`src/link_enh_pkg.sv`:
```
package link_enh_pkg;

    // ****************************************************************
    // Register map
    // ****************************************************************
    localparam logic [7:0] LINK_ENH_CTRL_OFFSET = 8'hf4;
    localparam logic [31:0] LINK_ENH_CTRL_RESET = 32'h0000_4000;
    localparam logic [15:0] LINK_ENH_CTRL_WR_MASK = 16'hf000;
    localparam logic [15:0] RESERVED_HIGH_VALUE = 16'h0000;

    // ****************************************************************
    // Field positions
    // ****************************************************************
    localparam int TX_OOO_DISABLE_BIT = 15;
    localparam int DRAFT_ENABLE_BIT = 14;
    localparam int TX_THRESH_LSB = 12;
    localparam int TX_THRESH_MSB = 13;
    localparam int RESERVED_BIT11 = 11;

    // ****************************************************************
    // Transmit threshold field
    // ****************************************************************
    typedef enum logic [1:0] {
        THRESH_4K,
        THRESH_1K7,
        THRESH_1K,
        THRESH_512
    } tx_thresh_t;

    localparam int BYTE_COUNT_W = 13;
    localparam logic [12:0] THRESH_4K_BYTES = 13'h1000;
    localparam logic [12:0] THRESH_1K7_BYTES = 13'h06a4;
    localparam logic [12:0] THRESH_1K_BYTES = 13'h0400;
    localparam logic [12:0] THRESH_512_BYTES = 13'h0200;
    localparam logic [12:0] BYTES_PER_WORD = 13'h0004;
    localparam logic [12:0] BYTE_COUNT_MAX = 13'h1fff;

    // ****************************************************************
    // Data path
    // ****************************************************************
    localparam int TX_WORD_W = 32;
    localparam int TX_FIFO_DEPTH = 16;
    localparam int PKT_COUNT_W = 6;

    function automatic logic [12:0] thresh_bytes(input tx_thresh_t code);
        unique case (code)
            THRESH_4K: thresh_bytes = THRESH_4K_BYTES;
            THRESH_1K7: thresh_bytes = THRESH_1K7_BYTES;
            THRESH_1K: thresh_bytes = THRESH_1K_BYTES;
            THRESH_512: thresh_bytes = THRESH_512_BYTES;
        endcase
    endfunction : thresh_bytes

endpackage : link_enh_pkg

```
`src/tx_fifo_if.sv`:
```
interface tx_fifo_if #(
    parameter int WIDTH = 33
);
    logic pushValid;
    logic pushReady;
    logic [WIDTH-1:0] pushData;
    logic popValid;
    logic popReady;
    logic [WIDTH-1:0] popData;

    modport writer (
        output pushValid,
        output pushData,
        input pushReady,
        input popValid,
        input popData,
        output popReady
    );

    modport store (
        input pushValid,
        input pushData,
        output pushReady,
        output popValid,
        output popData,
        input popReady
    );
endinterface : tx_fifo_if
```
`src/link_enhancement_control.sv`:
```
// Contract
// - Enhancements act only while phy gate set
// - Loaded by software write or EEPROM
// - Bits 31-16 read as zero
// - Bit 15 stops out-of-order transmit pipelining
// - Draft bit lets clear write drop power status
// - Draft bit allows receive status bit 9
// - Threshold codes: 4K, 1.7K, 1K, 512
// - After underrun, retry uses store-and-forward
// - Start at threshold or whole packet buffered
// - Underrun signalled, then whole packet held
// - 4K threshold sends only complete packets
// - Cleared retries register forces store-and-forward
// - Bit 11 reads as zero
module link_enhancement_control
    import link_enh_pkg::*;
#(
    parameter int FIFO_DEPTH = TX_FIFO_DEPTH
) (
    input wire logic clk, // Host bus clock
    input wire logic rst, // Synchronous reset
    input wire logic cfgWrite, // Config write strobe
    input wire logic cfgRead, // Config read strobe
    input wire logic [7:0] cfgAddr, // Config byte offset
    input wire logic [3:0] cfgByteEn, // Config byte enables
    input wire logic [31:0] cfgWdata, // Config write data
    output logic [31:0] cfgRdata, // Config read data
    input wire logic eepromLoad, // EEPROM autoload strobe
    input wire logic [31:0] eepromData, // EEPROM autoload word
    input wire logic phyEnhanceGate, // Host control gate bit
    input wire logic retriesCleared, // Transmit retries register zero
    input wire logic lpsSet, // Power status set request
    input wire logic lpsClearWrite, // Power status clear write
    output logic linkPowerStatus, // Link power status
    output logic txOutOfOrderDisable, // Pipelining disabled
    output logic rxStatusBit9Enable, // Receive status bit 9 allowed
    input wire logic inValid, // Transmit word valid
    output logic inReady, // Transmit word accepted
    input wire logic [TX_WORD_W-1:0] inData, // Transmit word
    input wire logic inLast, // End of packet word
    output logic outValid, // Link word valid
    input wire logic outReady, // Link takes word
    output logic [TX_WORD_W-1:0] outData, // Link word
    output logic outLast, // Link end of packet
    output logic outError, // Packet aborted pulse
    output logic txUnderrun, // Underrun pulse
    output logic storeForward // Store-and-forward in force
);

    initial begin
        if (FIFO_DEPTH < 2) begin
            $error("link_enhancement_control needs a FIFO depth of 2 or more");
        end
    end

    // ****************************************************************
    // State
    // ****************************************************************
    typedef struct packed {
        logic [15:0] ctrl;
        logic [31:0] cfgRdata;
        logic lps;
        logic oooDisable;
        logic bit9Enable;
        logic outValid;
        logic [TX_WORD_W-1:0] outData;
        logic outLast;
        logic outError;
        logic txUnderrun;
        logic storeForward;
        logic sending;
        logic discarding;
        logic retrySaf;
        logic [BYTE_COUNT_W-1:0] bytesIn;
        logic [PKT_COUNT_W-1:0] pktCount;
    } enh_state_t;

    enh_state_t s;
    enh_state_t next_s;

    tx_fifo_if #(.WIDTH(TX_WORD_W + 1)) fifoBus ();

    tx_fifo #(
        .WIDTH(TX_WORD_W + 1),
        .DEPTH(FIFO_DEPTH)
    ) txFifo (
        .clk(clk),
        .rst(rst),
        .bus(fifoBus.store)
    );

    // ****************************************************************
    // Combinational helpers
    // ****************************************************************
    logic hit;
    logic draftActive;
    logic forceSaf;
    tx_thresh_t threshCode;
    logic stageFree;
    logic doPush;
    logic pushLast;
    logic doPop;
    logic popLast;
    logic startTx;

    assign hit = cfgAddr == LINK_ENH_CTRL_OFFSET;
    assign draftActive = phyEnhanceGate && s.ctrl[DRAFT_ENABLE_BIT];
    assign threshCode = tx_thresh_t'(s.ctrl[TX_THRESH_MSB:TX_THRESH_LSB]);
    // Gate low, retries zero or a pending retry all mean whole packets
    assign forceSaf = !phyEnhanceGate || retriesCleared || s.retrySaf
        || threshCode == THRESH_4K;
    assign stageFree = !s.outValid || outReady;
    assign doPush = inValid && fifoBus.pushReady;
    assign pushLast = doPush && inLast;
    assign doPop = fifoBus.popReady && fifoBus.popValid;
    assign popLast = doPop && fifoBus.popData[TX_WORD_W];
    // Head packet is the one being written when no complete packet waits
    assign startTx = !s.sending && !s.discarding && fifoBus.popValid
        && (s.pktCount != '0
        || (!forceSaf && s.bytesIn >= thresh_bytes(threshCode)));

    assign fifoBus.pushValid = inValid;
    assign fifoBus.pushData = {inLast, inData};
    assign fifoBus.popReady = s.discarding || (s.sending && stageFree);

    // ****************************************************************
    // Next state
    // ****************************************************************
    always_comb begin
        next_s = s;
        next_s.outError = 1'b0;
        next_s.txUnderrun = 1'b0;

        // Register loads; autoload wins over a same-cycle software write
        if (eepromLoad) begin
            next_s.ctrl = eepromData[15:0] & LINK_ENH_CTRL_WR_MASK;
        end else if (cfgWrite && hit && cfgByteEn[1]) begin
            next_s.ctrl[15:8] = cfgWdata[15:8] & LINK_ENH_CTRL_WR_MASK[15:8];
        end
        if (cfgRead) begin
            next_s.cfgRdata = '0;
            if (hit) begin
                // Bit 11 and below are not held here and read as zero
                next_s.cfgRdata = {RESERVED_HIGH_VALUE,
                    s.ctrl & LINK_ENH_CTRL_WR_MASK};
            end
        end

        // Gated effect outputs
        next_s.oooDisable = phyEnhanceGate && s.ctrl[TX_OOO_DISABLE_BIT];
        next_s.bit9Enable = draftActive;
        // Set wins over a clear arriving in the same cycle
        if (lpsSet) begin
            next_s.lps = 1'b1;
        end else if (lpsClearWrite && draftActive) begin
            next_s.lps = 1'b0;
        end

        // Bytes of the packet currently being written
        if (pushLast) begin
            next_s.bytesIn = '0;
        end else if (doPush) begin
            if (s.bytesIn > BYTE_COUNT_MAX - BYTES_PER_WORD) begin
                next_s.bytesIn = BYTE_COUNT_MAX;
            end else begin
                next_s.bytesIn = s.bytesIn + BYTES_PER_WORD;
            end
        end
        next_s.pktCount = s.pktCount + PKT_COUNT_W'(pushLast) - PKT_COUNT_W'(popLast);

        // Link output stage
        if (s.outValid && outReady) begin
            next_s.outValid = 1'b0;
        end
        if (startTx) begin
            next_s.sending = 1'b1;
        end
        if (doPop) begin
            if (s.discarding) begin
                if (popLast) begin
                    next_s.discarding = 1'b0;
                end
            end else begin
                next_s.outValid = 1'b1;
                next_s.outData = fifoBus.popData[TX_WORD_W-1:0];
                next_s.outLast = fifoBus.popData[TX_WORD_W];
                if (popLast) begin
                    next_s.sending = 1'b0;
                    next_s.retrySaf = 1'b0;
                end
            end
        end else if (s.sending && !s.outValid && !fifoBus.popValid) begin
            // Link drained mid-packet: abort, drop the tail, retry whole
            next_s.sending = 1'b0;
            next_s.discarding = 1'b1;
            next_s.outError = 1'b1;
            next_s.txUnderrun = 1'b1;
            next_s.retrySaf = 1'b1;
        end
        next_s.storeForward = forceSaf;
    end

    always_ff @(posedge clk) begin
        if (rst) begin
            s <= '0;
            s.ctrl <= LINK_ENH_CTRL_RESET[15:0];
            s.storeForward <= 1'b1;
        end else begin
            s <= next_s;
        end
    end

    // ****************************************************************
    // Outputs
    // ****************************************************************
    assign cfgRdata = s.cfgRdata;
    assign linkPowerStatus = s.lps;
    assign txOutOfOrderDisable = s.oooDisable;
    assign rxStatusBit9Enable = s.bit9Enable;
    assign inReady = fifoBus.pushReady;
    assign outValid = s.outValid;
    assign outData = s.outData;
    assign outLast = s.outLast;
    assign outError = s.outError;
    assign txUnderrun = s.txUnderrun;
    assign storeForward = s.storeForward;

endmodule : link_enhancement_control

```
`src/tx_fifo.sv`:
```
module tx_fifo #(
    parameter int WIDTH = 33,
    parameter int DEPTH = 16
) (
    input wire logic clk, // Host bus clock
    input wire logic rst, // Synchronous reset
    tx_fifo_if.store bus // Push and pop sides
);
    localparam int PTR_W = (DEPTH > 1) ? $clog2(DEPTH) : 1;
    localparam int CNT_W = $clog2(DEPTH + 1);
    localparam logic [CNT_W-1:0] FULL_COUNT = CNT_W'(DEPTH);

    initial begin
        if (DEPTH < 2 || (DEPTH & (DEPTH - 1)) != 0) begin
            $error("tx_fifo depth must be a power of two, at least 2");
        end
        if (WIDTH < 1) begin
            $error("tx_fifo width must be positive");
        end
    end

    typedef struct packed {
        logic [PTR_W-1:0] wrPtr;
        logic [PTR_W-1:0] rdPtr;
        logic [CNT_W-1:0] count;
        logic ready;
        logic valid;
    } fifo_state_t;

    fifo_state_t s;
    fifo_state_t next_s;
    logic [WIDTH-1:0] mem [DEPTH];
    logic doPush;
    logic doPop;

    assign doPush = bus.pushValid && s.ready;
    assign doPop = bus.popReady && s.valid;
    assign bus.pushReady = s.ready;
    assign bus.popValid = s.valid;
    assign bus.popData = mem[s.rdPtr];

    always_comb begin
        next_s = s;
        if (doPush) begin
            next_s.wrPtr = s.wrPtr + 1'b1;
        end
        if (doPop) begin
            next_s.rdPtr = s.rdPtr + 1'b1;
        end
        next_s.count = s.count + CNT_W'(doPush) - CNT_W'(doPop);
        // Flags registered so ready and valid come straight from flops
        next_s.ready = next_s.count != FULL_COUNT;
        next_s.valid = next_s.count != '0;
    end

    always_ff @(posedge clk) begin
        if (rst) begin
            s <= '{wrPtr: '0, rdPtr: '0, count: '0, ready: 1'b1, valid: 1'b0};
        end else begin
            s <= next_s;
        end
    end

    always_ff @(posedge clk) begin
        if (doPush) begin
            mem[s.wrPtr] <= bus.pushData;
        end
    end

endmodule : tx_fifo

```
`config.mk`:
```
export PLATFORM = sky130hd
export DESIGN_NAME = link_enhancement_control
export DESIGN_NICKNAME = d
export VERILOG_FILES = /design/src/link_enh_pkg.sv /design/src/tx_fifo_if.sv /design/src/link_enhancement_control.sv /design/src/tx_fifo.sv
export SDC_FILE = /design/constraint.sdc
export NUM_CORES = 1
export LEC_CHECK = 0
export BUFFER_PORTS_ARGS = -buffer_cell sky130_fd_sc_hd__buf_2
export CAP_MARGIN = 0
export CORE_MARGIN = 4
export CORE_UTILIZATION = 40
export DETAILED_ROUTE_END_ITERATION = 10
export HOLD_SLACK_MARGIN = 0.15
export PLACE_DENSITY = 0.54
export SETUP_SLACK_MARGIN = 0.1
export SLEW_MARGIN = 20
export SYNTH_ARGS = -nofsm -noshare
export SYNTH_HDL_FRONTEND = slang
export SYNTH_SLANG_ARGS = --single-unit
```
`constraint.sdc`:
```
create_clock -name clk -period 4.2 [get_ports clk]
set_input_delay 0.84 -clock clk [delete_from_list [all_inputs] [get_ports clk]]
set_output_delay 0.84 -clock clk [all_outputs]
set_load 0.1 [all_outputs]
```
==> results.txt, run 1 <==
- The run finished with clean final reports.
- Vias: 11,600
* Residual DRC count: 0
* Overall die height: 254 microns
* Count of nets after finishing: 1,532
- Number of vias per cell after detailed routing: 5.23
* Placed Area: 0.0254 sq mm
* Root buf cell: sky130_fd_sc_hd__clkbuf_16
- Routability-driven placement finished with a final weighted congestion of 0.745.
* Type of the worst setup path: reg -> reg
* Share of final-layout standard cells stronger than drive strength 1: 0.277
- MaxCap Viol Count: 0
- Library cell contributing the largest single delay on the critical path: sky130_fd_sc_hd__mux4_2
- Overall track demand over capacity in global routing: 0.163
- Grt ovf: 0
* Least setup slack across all paths after layout: 1.01 ns
* Cell area after technology mapping: 0.0242 sq mm
* Most used cell along the critical path: sky130_fd_sc_hd__nor2_1
* Final critical delay including setup and external delays: 3.19 ns
- Startpoint Class: flop
- Together, buffers and inverters on the worst path number 1.
* Total number of clock tree sinks: 615
- For this configuration, the core starts out at a cell density of 0.407.
- Fraction of registers with async set/reset: 0
* Max-slew headroom: 0.264
- H-tree depth: 3
- Worst Skew: 0.0199 ns
* Number of top-level pins: 193
* Post-CTS Hold Buffers: 0
* Initial antenna violation count: 4
- Synthesis instantiated 52 different standard cells from the library.
- After synthesis the netlist holds a flip-flop and latch count of 615.
- Core region area: 0.0594 sq mm
- The final number of max-transition violations was 0.
- Worst slack at placement: 0.859 ns
- Setup repair after global routing left no endpoint under its margin.
- Of the post-synthesis cell area, the dominant cell type holds 0.656.
* Critical Path RT: 4.66 ns
- Count of flip-flops with a built-in enable after synthesis: 528
- TritonCTS clock tree: built
- Post-route fraction of the period consumed by the critical path: 0.760
- Kind of cell with the highest combined delay on the critical path: adder cells
* Number of buffers created by CTS: 68
* Yosys warns: 0
* Most used DFF post-synth: sky130_fd_sc_hd__edfxtp_1
- In this run the worst hold path is classified as reg -> reg.
- Total negative slack for setup checks: 0 ns
- Length of the first detailed-routing pass in iterations: 4
- The count of final hold-check violations is 0.
- In this run the horizontal extent of the chip is 254 microns.
- Gate count after technology mapping: 1,257
* Register-to-register path setup slack: 1.01 ns
- After legalization and detailed placement, the total HPWL measured 29,000 microns.
- In this run the worst path has a maximum fanout of 6.
- Number of port buffers: 105
- Dominant cells by area after synthesis: sky130_fd_sc_hd__edfxtp_1 66%, sky130_fd_sc_hd__mux4_2 12%, sky130_fd_sc_hd__dfxtp_1 7.2%, sky130_fd_sc_hd__mux2i_1 2.8%, sky130_fd_sc_hd__buf_4 2.3%
- Once layout is done, the placed cells without fillers occupy 0.0275 sq mm.
- Wires add up to 51,700 microns.
- The number of global-route vias before repair is 12,200.
- Setup violations remaining at the end of the flow were counted as 0.
- Mean cell area of the mapped netlist: 19.2 sq um
- Dividing total power by cell area gives a power density of 570 mW/mm^2.
- At the pin with the least slew margin, the transition time is 1.10 ns.
- Clock transition at path regs: 0.06 ns
- For the worst setup path, the data arrival time is 3.66 ns.
- The first global-routing pass estimated 77,200 microns of wire.
* Leading area contributor after synthesis: sky130_fd_sc_hd__edfxtp_1
- Die area: 0.0644 sq mm
- Average routed wire per standard cell: 23.4 microns
- Once detail routing completed, the nets flagged for antenna violations numbered 0.
* List of cells traversed by the critical path: mux4_2 > mux2_2 > a21oi_1 > nor3_1 > ha_1 > inv_1 > ha_1 > fa_1 > a21oi_1 > nor2_1 > nor2_1 > xor2_1 > nor2_1
- Standard-cell rows: 89
* Sequential area share after synthesis: 0.729
* Number of design-rule violations left by the first detailed-router iteration: 703
* Number of setup buffers added after CTS: 0
- Synth-to-Final Area Change: 13.8%
* Worst hold margin: 0.443 ns
- In this run, post-CTS repair resized a total of 0 instances.
- Largest net degree at the start of global routing: 70
* Worst VDD drop: 0.000373 V
- Worst Setup End Kind: flop
- For the worst-skew pair, the clock arrives at the later sink with an insertion delay of 0.59 ns.
- Cell leakage power: 0.00977 uW
- In this design, the stage delay of the slowest critical-path cell is 0.51 ns.
* Utilization after layout: 0.463
* Buffer levels on the longest clock path: 3
- Highest Clock Rate: 313 MHz
==> per-stage QoR <==
stage | total power [uW] | instances
2_1_floorplan | 9710 | 1284
3_3_place_gp | 10200 | 2086
3_5_place_dp | 10300 | 2086
4_1_cts | 15900 | 2206
5_1_grt | 16400 | 2206
6_report | 15700 | 2207
==> state kept, by name, summed over array words and instances (netlist names), named ones only <==
name	cells
outValid	1
outError	1
outData	32
outLast	1
storeForward	1
rxStatusBit9Enable	1
cfgRdata	4
txFifo.bus.popValid	1
txOutOfOrderDisable	1
txFifo.mem	528
s	25
txFifo.s	13
linkPowerStatus	1
txFifo.bus.pushReady	1
==> cell usage after synthesis (5+ instances only) <==
cell / instances
sky130_fd_sc_hd__a211oi_1: 5
sky130_fd_sc_hd__a21o_1: 35
sky130_fd_sc_hd__a21oi_1: 26
sky130_fd_sc_hd__and2_1: 16
sky130_fd_sc_hd__and3_1: 9
sky130_fd_sc_hd__buf_1: 11
sky130_fd_sc_hd__buf_2: 13
sky130_fd_sc_hd__buf_4: 73
sky130_fd_sc_hd__clkbuf_1: 21
sky130_fd_sc_hd__dfxtp_1: 87
sky130_fd_sc_hd__edfxtp_1: 528
sky130_fd_sc_hd__ha_1: 27
sky130_fd_sc_hd__inv_1: 29
sky130_fd_sc_hd__mux2i_1: 67
sky130_fd_sc_hd__mux4_2: 132
sky130_fd_sc_hd__nand2_1: 13
sky130_fd_sc_hd__nand3_1: 10
sky130_fd_sc_hd__nand4_1: 5
sky130_fd_sc_hd__nor2_1: 37
sky130_fd_sc_hd__nor2b_1: 15
sky130_fd_sc_hd__nor3_1: 6
sky130_fd_sc_hd__o22ai_1: 32
sky130_fd_sc_hd__xnor2_1: 14
sky130_fd_sc_hd__xor2_1: 8
==> routing by layer <==
metal	track usage	vias to the layer above	wire length (microns)
li1	-	5190	-
met1	0.222	6066	23100
met2	0.271	205	25700
met3	0.0333	85	1930
met4	0.0401	4	996
met5	0	-	27
==> cells by family after synthesis <==
logic type                 Yosys count  share of synthesized area
DFF                                615                      0.729
other                                1                   0.000155
adders and majority gates           29                     0.0156
and+or+nand+nor                    127                     0.0288
muxes                              202                      0.152
buffers and inverters              148                     0.0353
AOI/OAI and AO/OA                  113                     0.0313
xor gates and xnor gates            22                    0.00798
==> path summary, 6_finish.rpt <==
path,endpoint,from,cells after the start
setup / recovery,s[4],flop,13
hold / removal,outData[0],outData[0],1
setup reg to reg,s[4],flop,13
hold reg to reg,outData[0],outData[0],1
==> placed cells by master, fill, tap and decap left out, types with 3 or more instances in the layout <==
cell | Yosys | final
sky130_fd_sc_hd__nor2b_1 | 15 | 15
sky130_fd_sc_hd__and3_1 | 9 | 5
sky130_fd_sc_hd__a211oi_1 | 5 | 5
sky130_fd_sc_hd__nor2_1 | 37 | 36
sky130_fd_sc_hd__dfxtp_1 | 87 | 85
sky130_fd_sc_hd__xnor2_1 | 14 | 14
sky130_fd_sc_hd__and2_1 | 16 | 4
sky130_fd_sc_hd__xor2_1 | 8 | 8
sky130_fd_sc_hd__clkinv_1 | 0 | 13
sky130_fd_sc_hd__buf_2 | 13 | 105
sky130_fd_sc_hd__clkinv_2 | 0 | 8
sky130_fd_sc_hd__clkbuf_1 | 21 | 22
sky130_fd_sc_hd__clkbuf_16 | 0 | 73
sky130_fd_sc_hd__nor3b_1 | 3 | 3
sky130_fd_sc_hd__nand3_1 | 10 | 9
sky130_fd_sc_hd__edfxtp_1 | 528 | 528
sky130_fd_sc_hd__and2_2 | 0 | 12
sky130_fd_sc_hd__inv_1 | 29 | 28
sky130_fd_sc_hd__nand2_1 | 13 | 13
sky130_fd_sc_hd__ha_1 | 27 | 27
sky130_fd_sc_hd__conb_1 | 1 | 28
sky130_fd_sc_hd__and3_2 | 0 | 4
sky130_fd_sc_hd__nand4_1 | 5 | 5
sky130_fd_sc_hd__o22ai_1 | 32 | 32
sky130_fd_sc_hd__mux4_2 | 132 | 132
sky130_fd_sc_hd__buf_4 | 73 | 41
sky130_fd_sc_hd__mux2_2 | 3 | 3
sky130_fd_sc_hd__mux2i_1 | 67 | 67
sky130_fd_sc_hd__a21oi_1 | 26 | 26
sky130_fd_sc_hd__nor3_1 | 6 | 6
sky130_fd_sc_hd__a21o_1 | 35 | 35
==> report_power, final <==
| group | total [uW] | internal (uW) | leakage (uW) | switching (uW) |
|---|---|---|---|---|
| clock | 5570 | 3320 | 0.00102 | 2250 |
| sequential | 7100 | 6970 | 0.00548 | 129 |
| combinational | 2980 | 1170 | 0.00327 | 1810 |
==> cell type report <==
cell class                      count  area, sq um
Antenna cell                        1         2.50
Clock buffer                       97         1940
Clock inverter                     23          149
Fill cell                        5068        31900
Inverter                           29          111
Multi-Input combinational cell    521         5840
Sequential cell                   615        17600
Tap cell                          773          967
Timing Repair Buffer              148          873
Power figures use the tool's default switching activity.
==> run 2: changes to the inputs <==
- ABC_AREA: not set -> 1
- PLACE_DENSITY: 0.54 -> 0.56
- clock period: 4.2 -> 2.75 ns (I/O delays scaled with it)
==> run 2 against run 1 <==
Combinational power rose by 120%. Highest routed layer is now met4. Sequential power rose by 55%. Sequential cell count did not move. Design area rose by 6.1%.
==> results.txt, run 2 <==
- The leakage power summed over all cells is 0.0105 uW (+7.8%).
* Most numerous cell types in the synthesized netlist: 528 x sky130_fd_sc_hd__edfxtp_1, 472 x sky130_fd_sc_hd__nor2_1, 217 x sky130_fd_sc_hd__nand3_1
* Share of the synthesized area in the top cell type: 0.621 (-0.0359)
- Number of buffers created by CTS: 67 (-1.5%)
- Total power density per cell area: 901 mW/mm^2 (+58%)
- Residual DRC count: 0 (unchanged)
- The biggest fanout along the worst timing path was 7 (+1).
- Half-perimeter wire length after placement: 32,500 microns (+12%)
- Critical Path RT: 3.26 ns (-1.40 ns)
* Worst Setup End Kind: flop
- The number of vias after detailed routing came to 16,400 (+42%).
- The worst stage delay on the critical path is 0.41 ns (-0.10 ns).
* Count leader, synth: sky130_fd_sc_hd__edfxtp_1
* Clock latency reported for the late side of the worst-skew pair: 0.60 ns (about the same)
* Max-slew headroom: 0.306 (+0.0424)
- In the layout the commonest cells are 528 x sky130_fd_sc_hd__edfxtp_1, 455 x sky130_fd_sc_hd__nor2_1, 216 x sky130_fd_sc_hd__o21ai_0.
- The final number of max-transition violations is 0 (unchanged).
- The initial DRC count was 1,275 (+81%).
- List of cells traversed by the critical path: buf_6 > nand2_1 > nand3_1 > nand3_1 > nand3_2 > a21oi_2 > ha_1 > inv_1 > ha_1 > fa_1 > nand2_1 > inv_1 > nor2_1 > nor2_1 > nor2_1 > o21ai_0 > a21oi_1
* Die area: 0.0680 sq mm (+5.6%)
- The fraction of registers with async set/reset is 0 (unchanged).
- Number of global-route vias before repair: 16,100 (+32%)
- The worst setup slack before clock tree synthesis came to -0.0809 ns (-0.940 ns).
* Cell area after technology mapping: 0.0256 sq mm (+5.8%)
- By instance count, the cell type seen most on the critical path is sky130_fd_sc_hd__nor2_1.
- The tightest min-delay check is of the in -> reg type.
- The count of different cell masters after synthesis was 35 (-33%).
* Initial antenna violation count: 4 (unchanged)
- The slowest stage of the critical path belongs to the cell sky130_fd_sc_hd__dfxtp_4.
* Effective utilization at floorplan: 0.404 (-0.00265)
- Routability-driven placement congestion ratio: 0.803 (+7.8%)
* Setup repair after global routing missed its margin: true
* Root buf cell: sky130_fd_sc_hd__clkbuf_16
- Leading area contributor after synthesis: sky130_fd_sc_hd__edfxtp_1
* Most used DFF post-synth: sky130_fd_sc_hd__edfxtp_1
* Final critical delay including setup and external delays: 2.54 ns (-0.652 ns)
- TritonCTS clock tree: built
- The total I/O pin count is 193 (unchanged).
* Dominant cells by area after synthesis: sky130_fd_sc_hd__edfxtp_1 62%, sky130_fd_sc_hd__nor2_1 6.9%, sky130_fd_sc_hd__dfxtp_1 6.8%, sky130_fd_sc_hd__nand3_1 4.3%, sky130_fd_sc_hd__o21ai_0 4.2%
* Register name with the most flops: txFifo.mem
- Average routed wire per standard cell: 19.7 microns (-16%)
* Worst VDD drop: 0.000747 V (+100%)
- The total global routing track utilization was 0.184 (+0.0209).
- Sequential area share after synthesis: 0.689 (-0.0398)
* Mean cell area of the mapped netlist: 11.5 sq um (-40%)
* Synth-to-Final Area Change: 14.1%
- Core region area: 0.0632 sq mm (+6.5%)
- The fill cell instance count of the final layout came to 5,725 (+13%).
- MaxCap Viol Count: 0 (unchanged)
- The critical path is of the reg -> reg type.
- The number of flip-flops in the largest register is 528 (unchanged).
- The number of cells produced by synthesis was 2,228 (+77%).
- The clock net sink count was 615 (unchanged).
- The wire length of the first global-routing pass came to 95,400 microns (+24%).
- The clock-pin slew on the worst setup and hold paths was 0.06 ns (about the same).
- Number of port buffers: 105 (unchanged)
* Post-route fraction of the period consumed by the critical path: 0.924 (+0.164)
- The proportion of layout cells with a drive suffix above 1 was 0.143 (-0.134).
- The clock skew after layout is 0.0169 ns (-0.00306 ns).
- Total negative slack for setup checks: 0 ns (unchanged)
* Highest Clock Rate: 393 MHz (+26%)
* Total wirelength of the detailed-routed design: 63,300 microns (+22%)
* Count of nets after finishing: 2,454 (+60%)
- The die height is 261 microns (+2.8%).
* Number of vias per cell after detailed routing: 5.11 (-2.5%)
- Count of flip-flops with a built-in enable after synthesis: 528 (unchanged)
- The sum of buffers and inverters on the critical path was 3 (+2).
- Run status: completed
- The count of synthesis-stage warnings from yosys was 0 (unchanged).
- Kind of cell with the highest combined delay on the critical path: adder cells
- Arrival time of data at the critical path endpoint: 3.05 ns (-0.61 ns)
- Final hold viol count: 0 (unchanged)
* Die width: 261 microns (+2.8%)
- The final count of negative-setup-slack endpoints came to 0 (unchanged).
- Standard-cell rows: 92 (+3.4%)
* Post-detailed-route count of antenna-violating nets: 0 (unchanged)
- The buffer levels on the longest clock path was 3 (unchanged).
* Most frequent standard cell in the layout excluding fill and tap cells: sky130_fd_sc_hd__edfxtp_1
* Largest net degree at the start of global routing: 177 (+150%)
- Startpoint Class: flop
* Grt ovf: 0 (unchanged)
* Least setup slack across all paths after layout: 0.208 ns (-0.798 ns)
- Length of the first detailed-routing pass in iterations: 5 (+1)
- The slew at the pin closest to its max-slew limit is 1.04 ns (-0.0636 ns).
- The count of H-tree levels built during CTS came to 3 (unchanged).
* Register bit total from synthesis: 615 (unchanged)
[run 2: changes by cell type after synthesis, moves of 108 or more]
cell and delta:
sky130_fd_sc_hd__nor2_1 +435, sky130_fd_sc_hd__mux4_2 -132, sky130_fd_sc_hd__inv_1 +114, sky130_fd_sc_hd__nand3_1 +207, sky130_fd_sc_hd__o21ai_0 +214, sky130_fd_sc_hd__nand2_1 +108
[run 2: final timing paths]
kind | end | cells after the start | slack [ns] | from
hold / removal | rxStatusBit9Enable | 3 | 0.22 | phyEnhanceGate
setup / recovery | s[4] | 17 | 0.21 | flop
hold reg to reg | cfgRdata[13] | 2 | 0.47 | s[107]
setup reg to reg | s[4] | 17 | 0.21 | flop
[run 2: repair_timing]
action / in CTS / in global routing
hold buffers: 2 / 0
pin swaps: 0 / 1
hold endpoints to repair: 2 / 0
buffers inserted: 2 / 0
gates resized for setup: 3 / 6
endpoints found under the setup margin: 1 / 11
[run 2: worst min-delay path: stages]
cell and delay [ns]:
sky130_fd_sc_hd__buf_2 0.12, sky130_fd_sc_hd__nand2_1 0.06, sky130_fd_sc_hd__nor2_1 0.03
[run 2: stage by stage]
stage,hold WS [ns],area (sq um),instances,util,power [uW]
finish,0.217,29200,3207,0.461,26300
global route,0.211,29200,3205,0.461,27600
CTS,0.171,29100,3205,0.461,26500
detailed placement,0.464,26900,3078,0.426,17700
global placement,0.447,26900,3078,0.426,17600
floorplan,0.428,25700,2255,-,16500
[run 2: layout make-up]
cell class | count | area (sq um) | share of cell area
multi-input combinational | 1304 | 6550 | 0.225
antenna | 2 | 5.00 | 0.000172
sequential | 615 | 17600 | 0.604
tap | 846 | 1060 | 0.0363
inverter | 147 | 561 | 0.0192
clock buffer | 99 | 1970 | 0.0675
clock inverter | 24 | 195 | 0.00669
timing repair buffer | 170 | 1210 | 0.0416
[run 2: layer usage]
metal  GRT usage  wire length (microns)  vias up
li1            -                      -     7857
met3      0.0291                   3520       81
met1       0.249                  28000     8003
met5           0                      0        -
met2       0.305                  30500      431
met4      0.0574                   1250        0
[run 2: kinds of logic after synthesis]
family | Yosys count | synth area share
fa+ha+maj | 29 | 0.0148
simple gates | 826 | 0.133
flops | 615 | 0.689
compound gates | 409 | 0.0937
other cells | 1 | 0.000147
buf+inv | 336 | 0.0654
xor+xnor | 12 | 0.00411
[run 2: power by group]
group | switching, uW | leakage (uW) | internal, uW
Sequential | 267 | 0.00548 | 10700
Combinational | 4830 | 0.00398 | 1680
Clock | 3600 | 0.00106 | 5170
Total | 8690 | 0.0105 | 17600
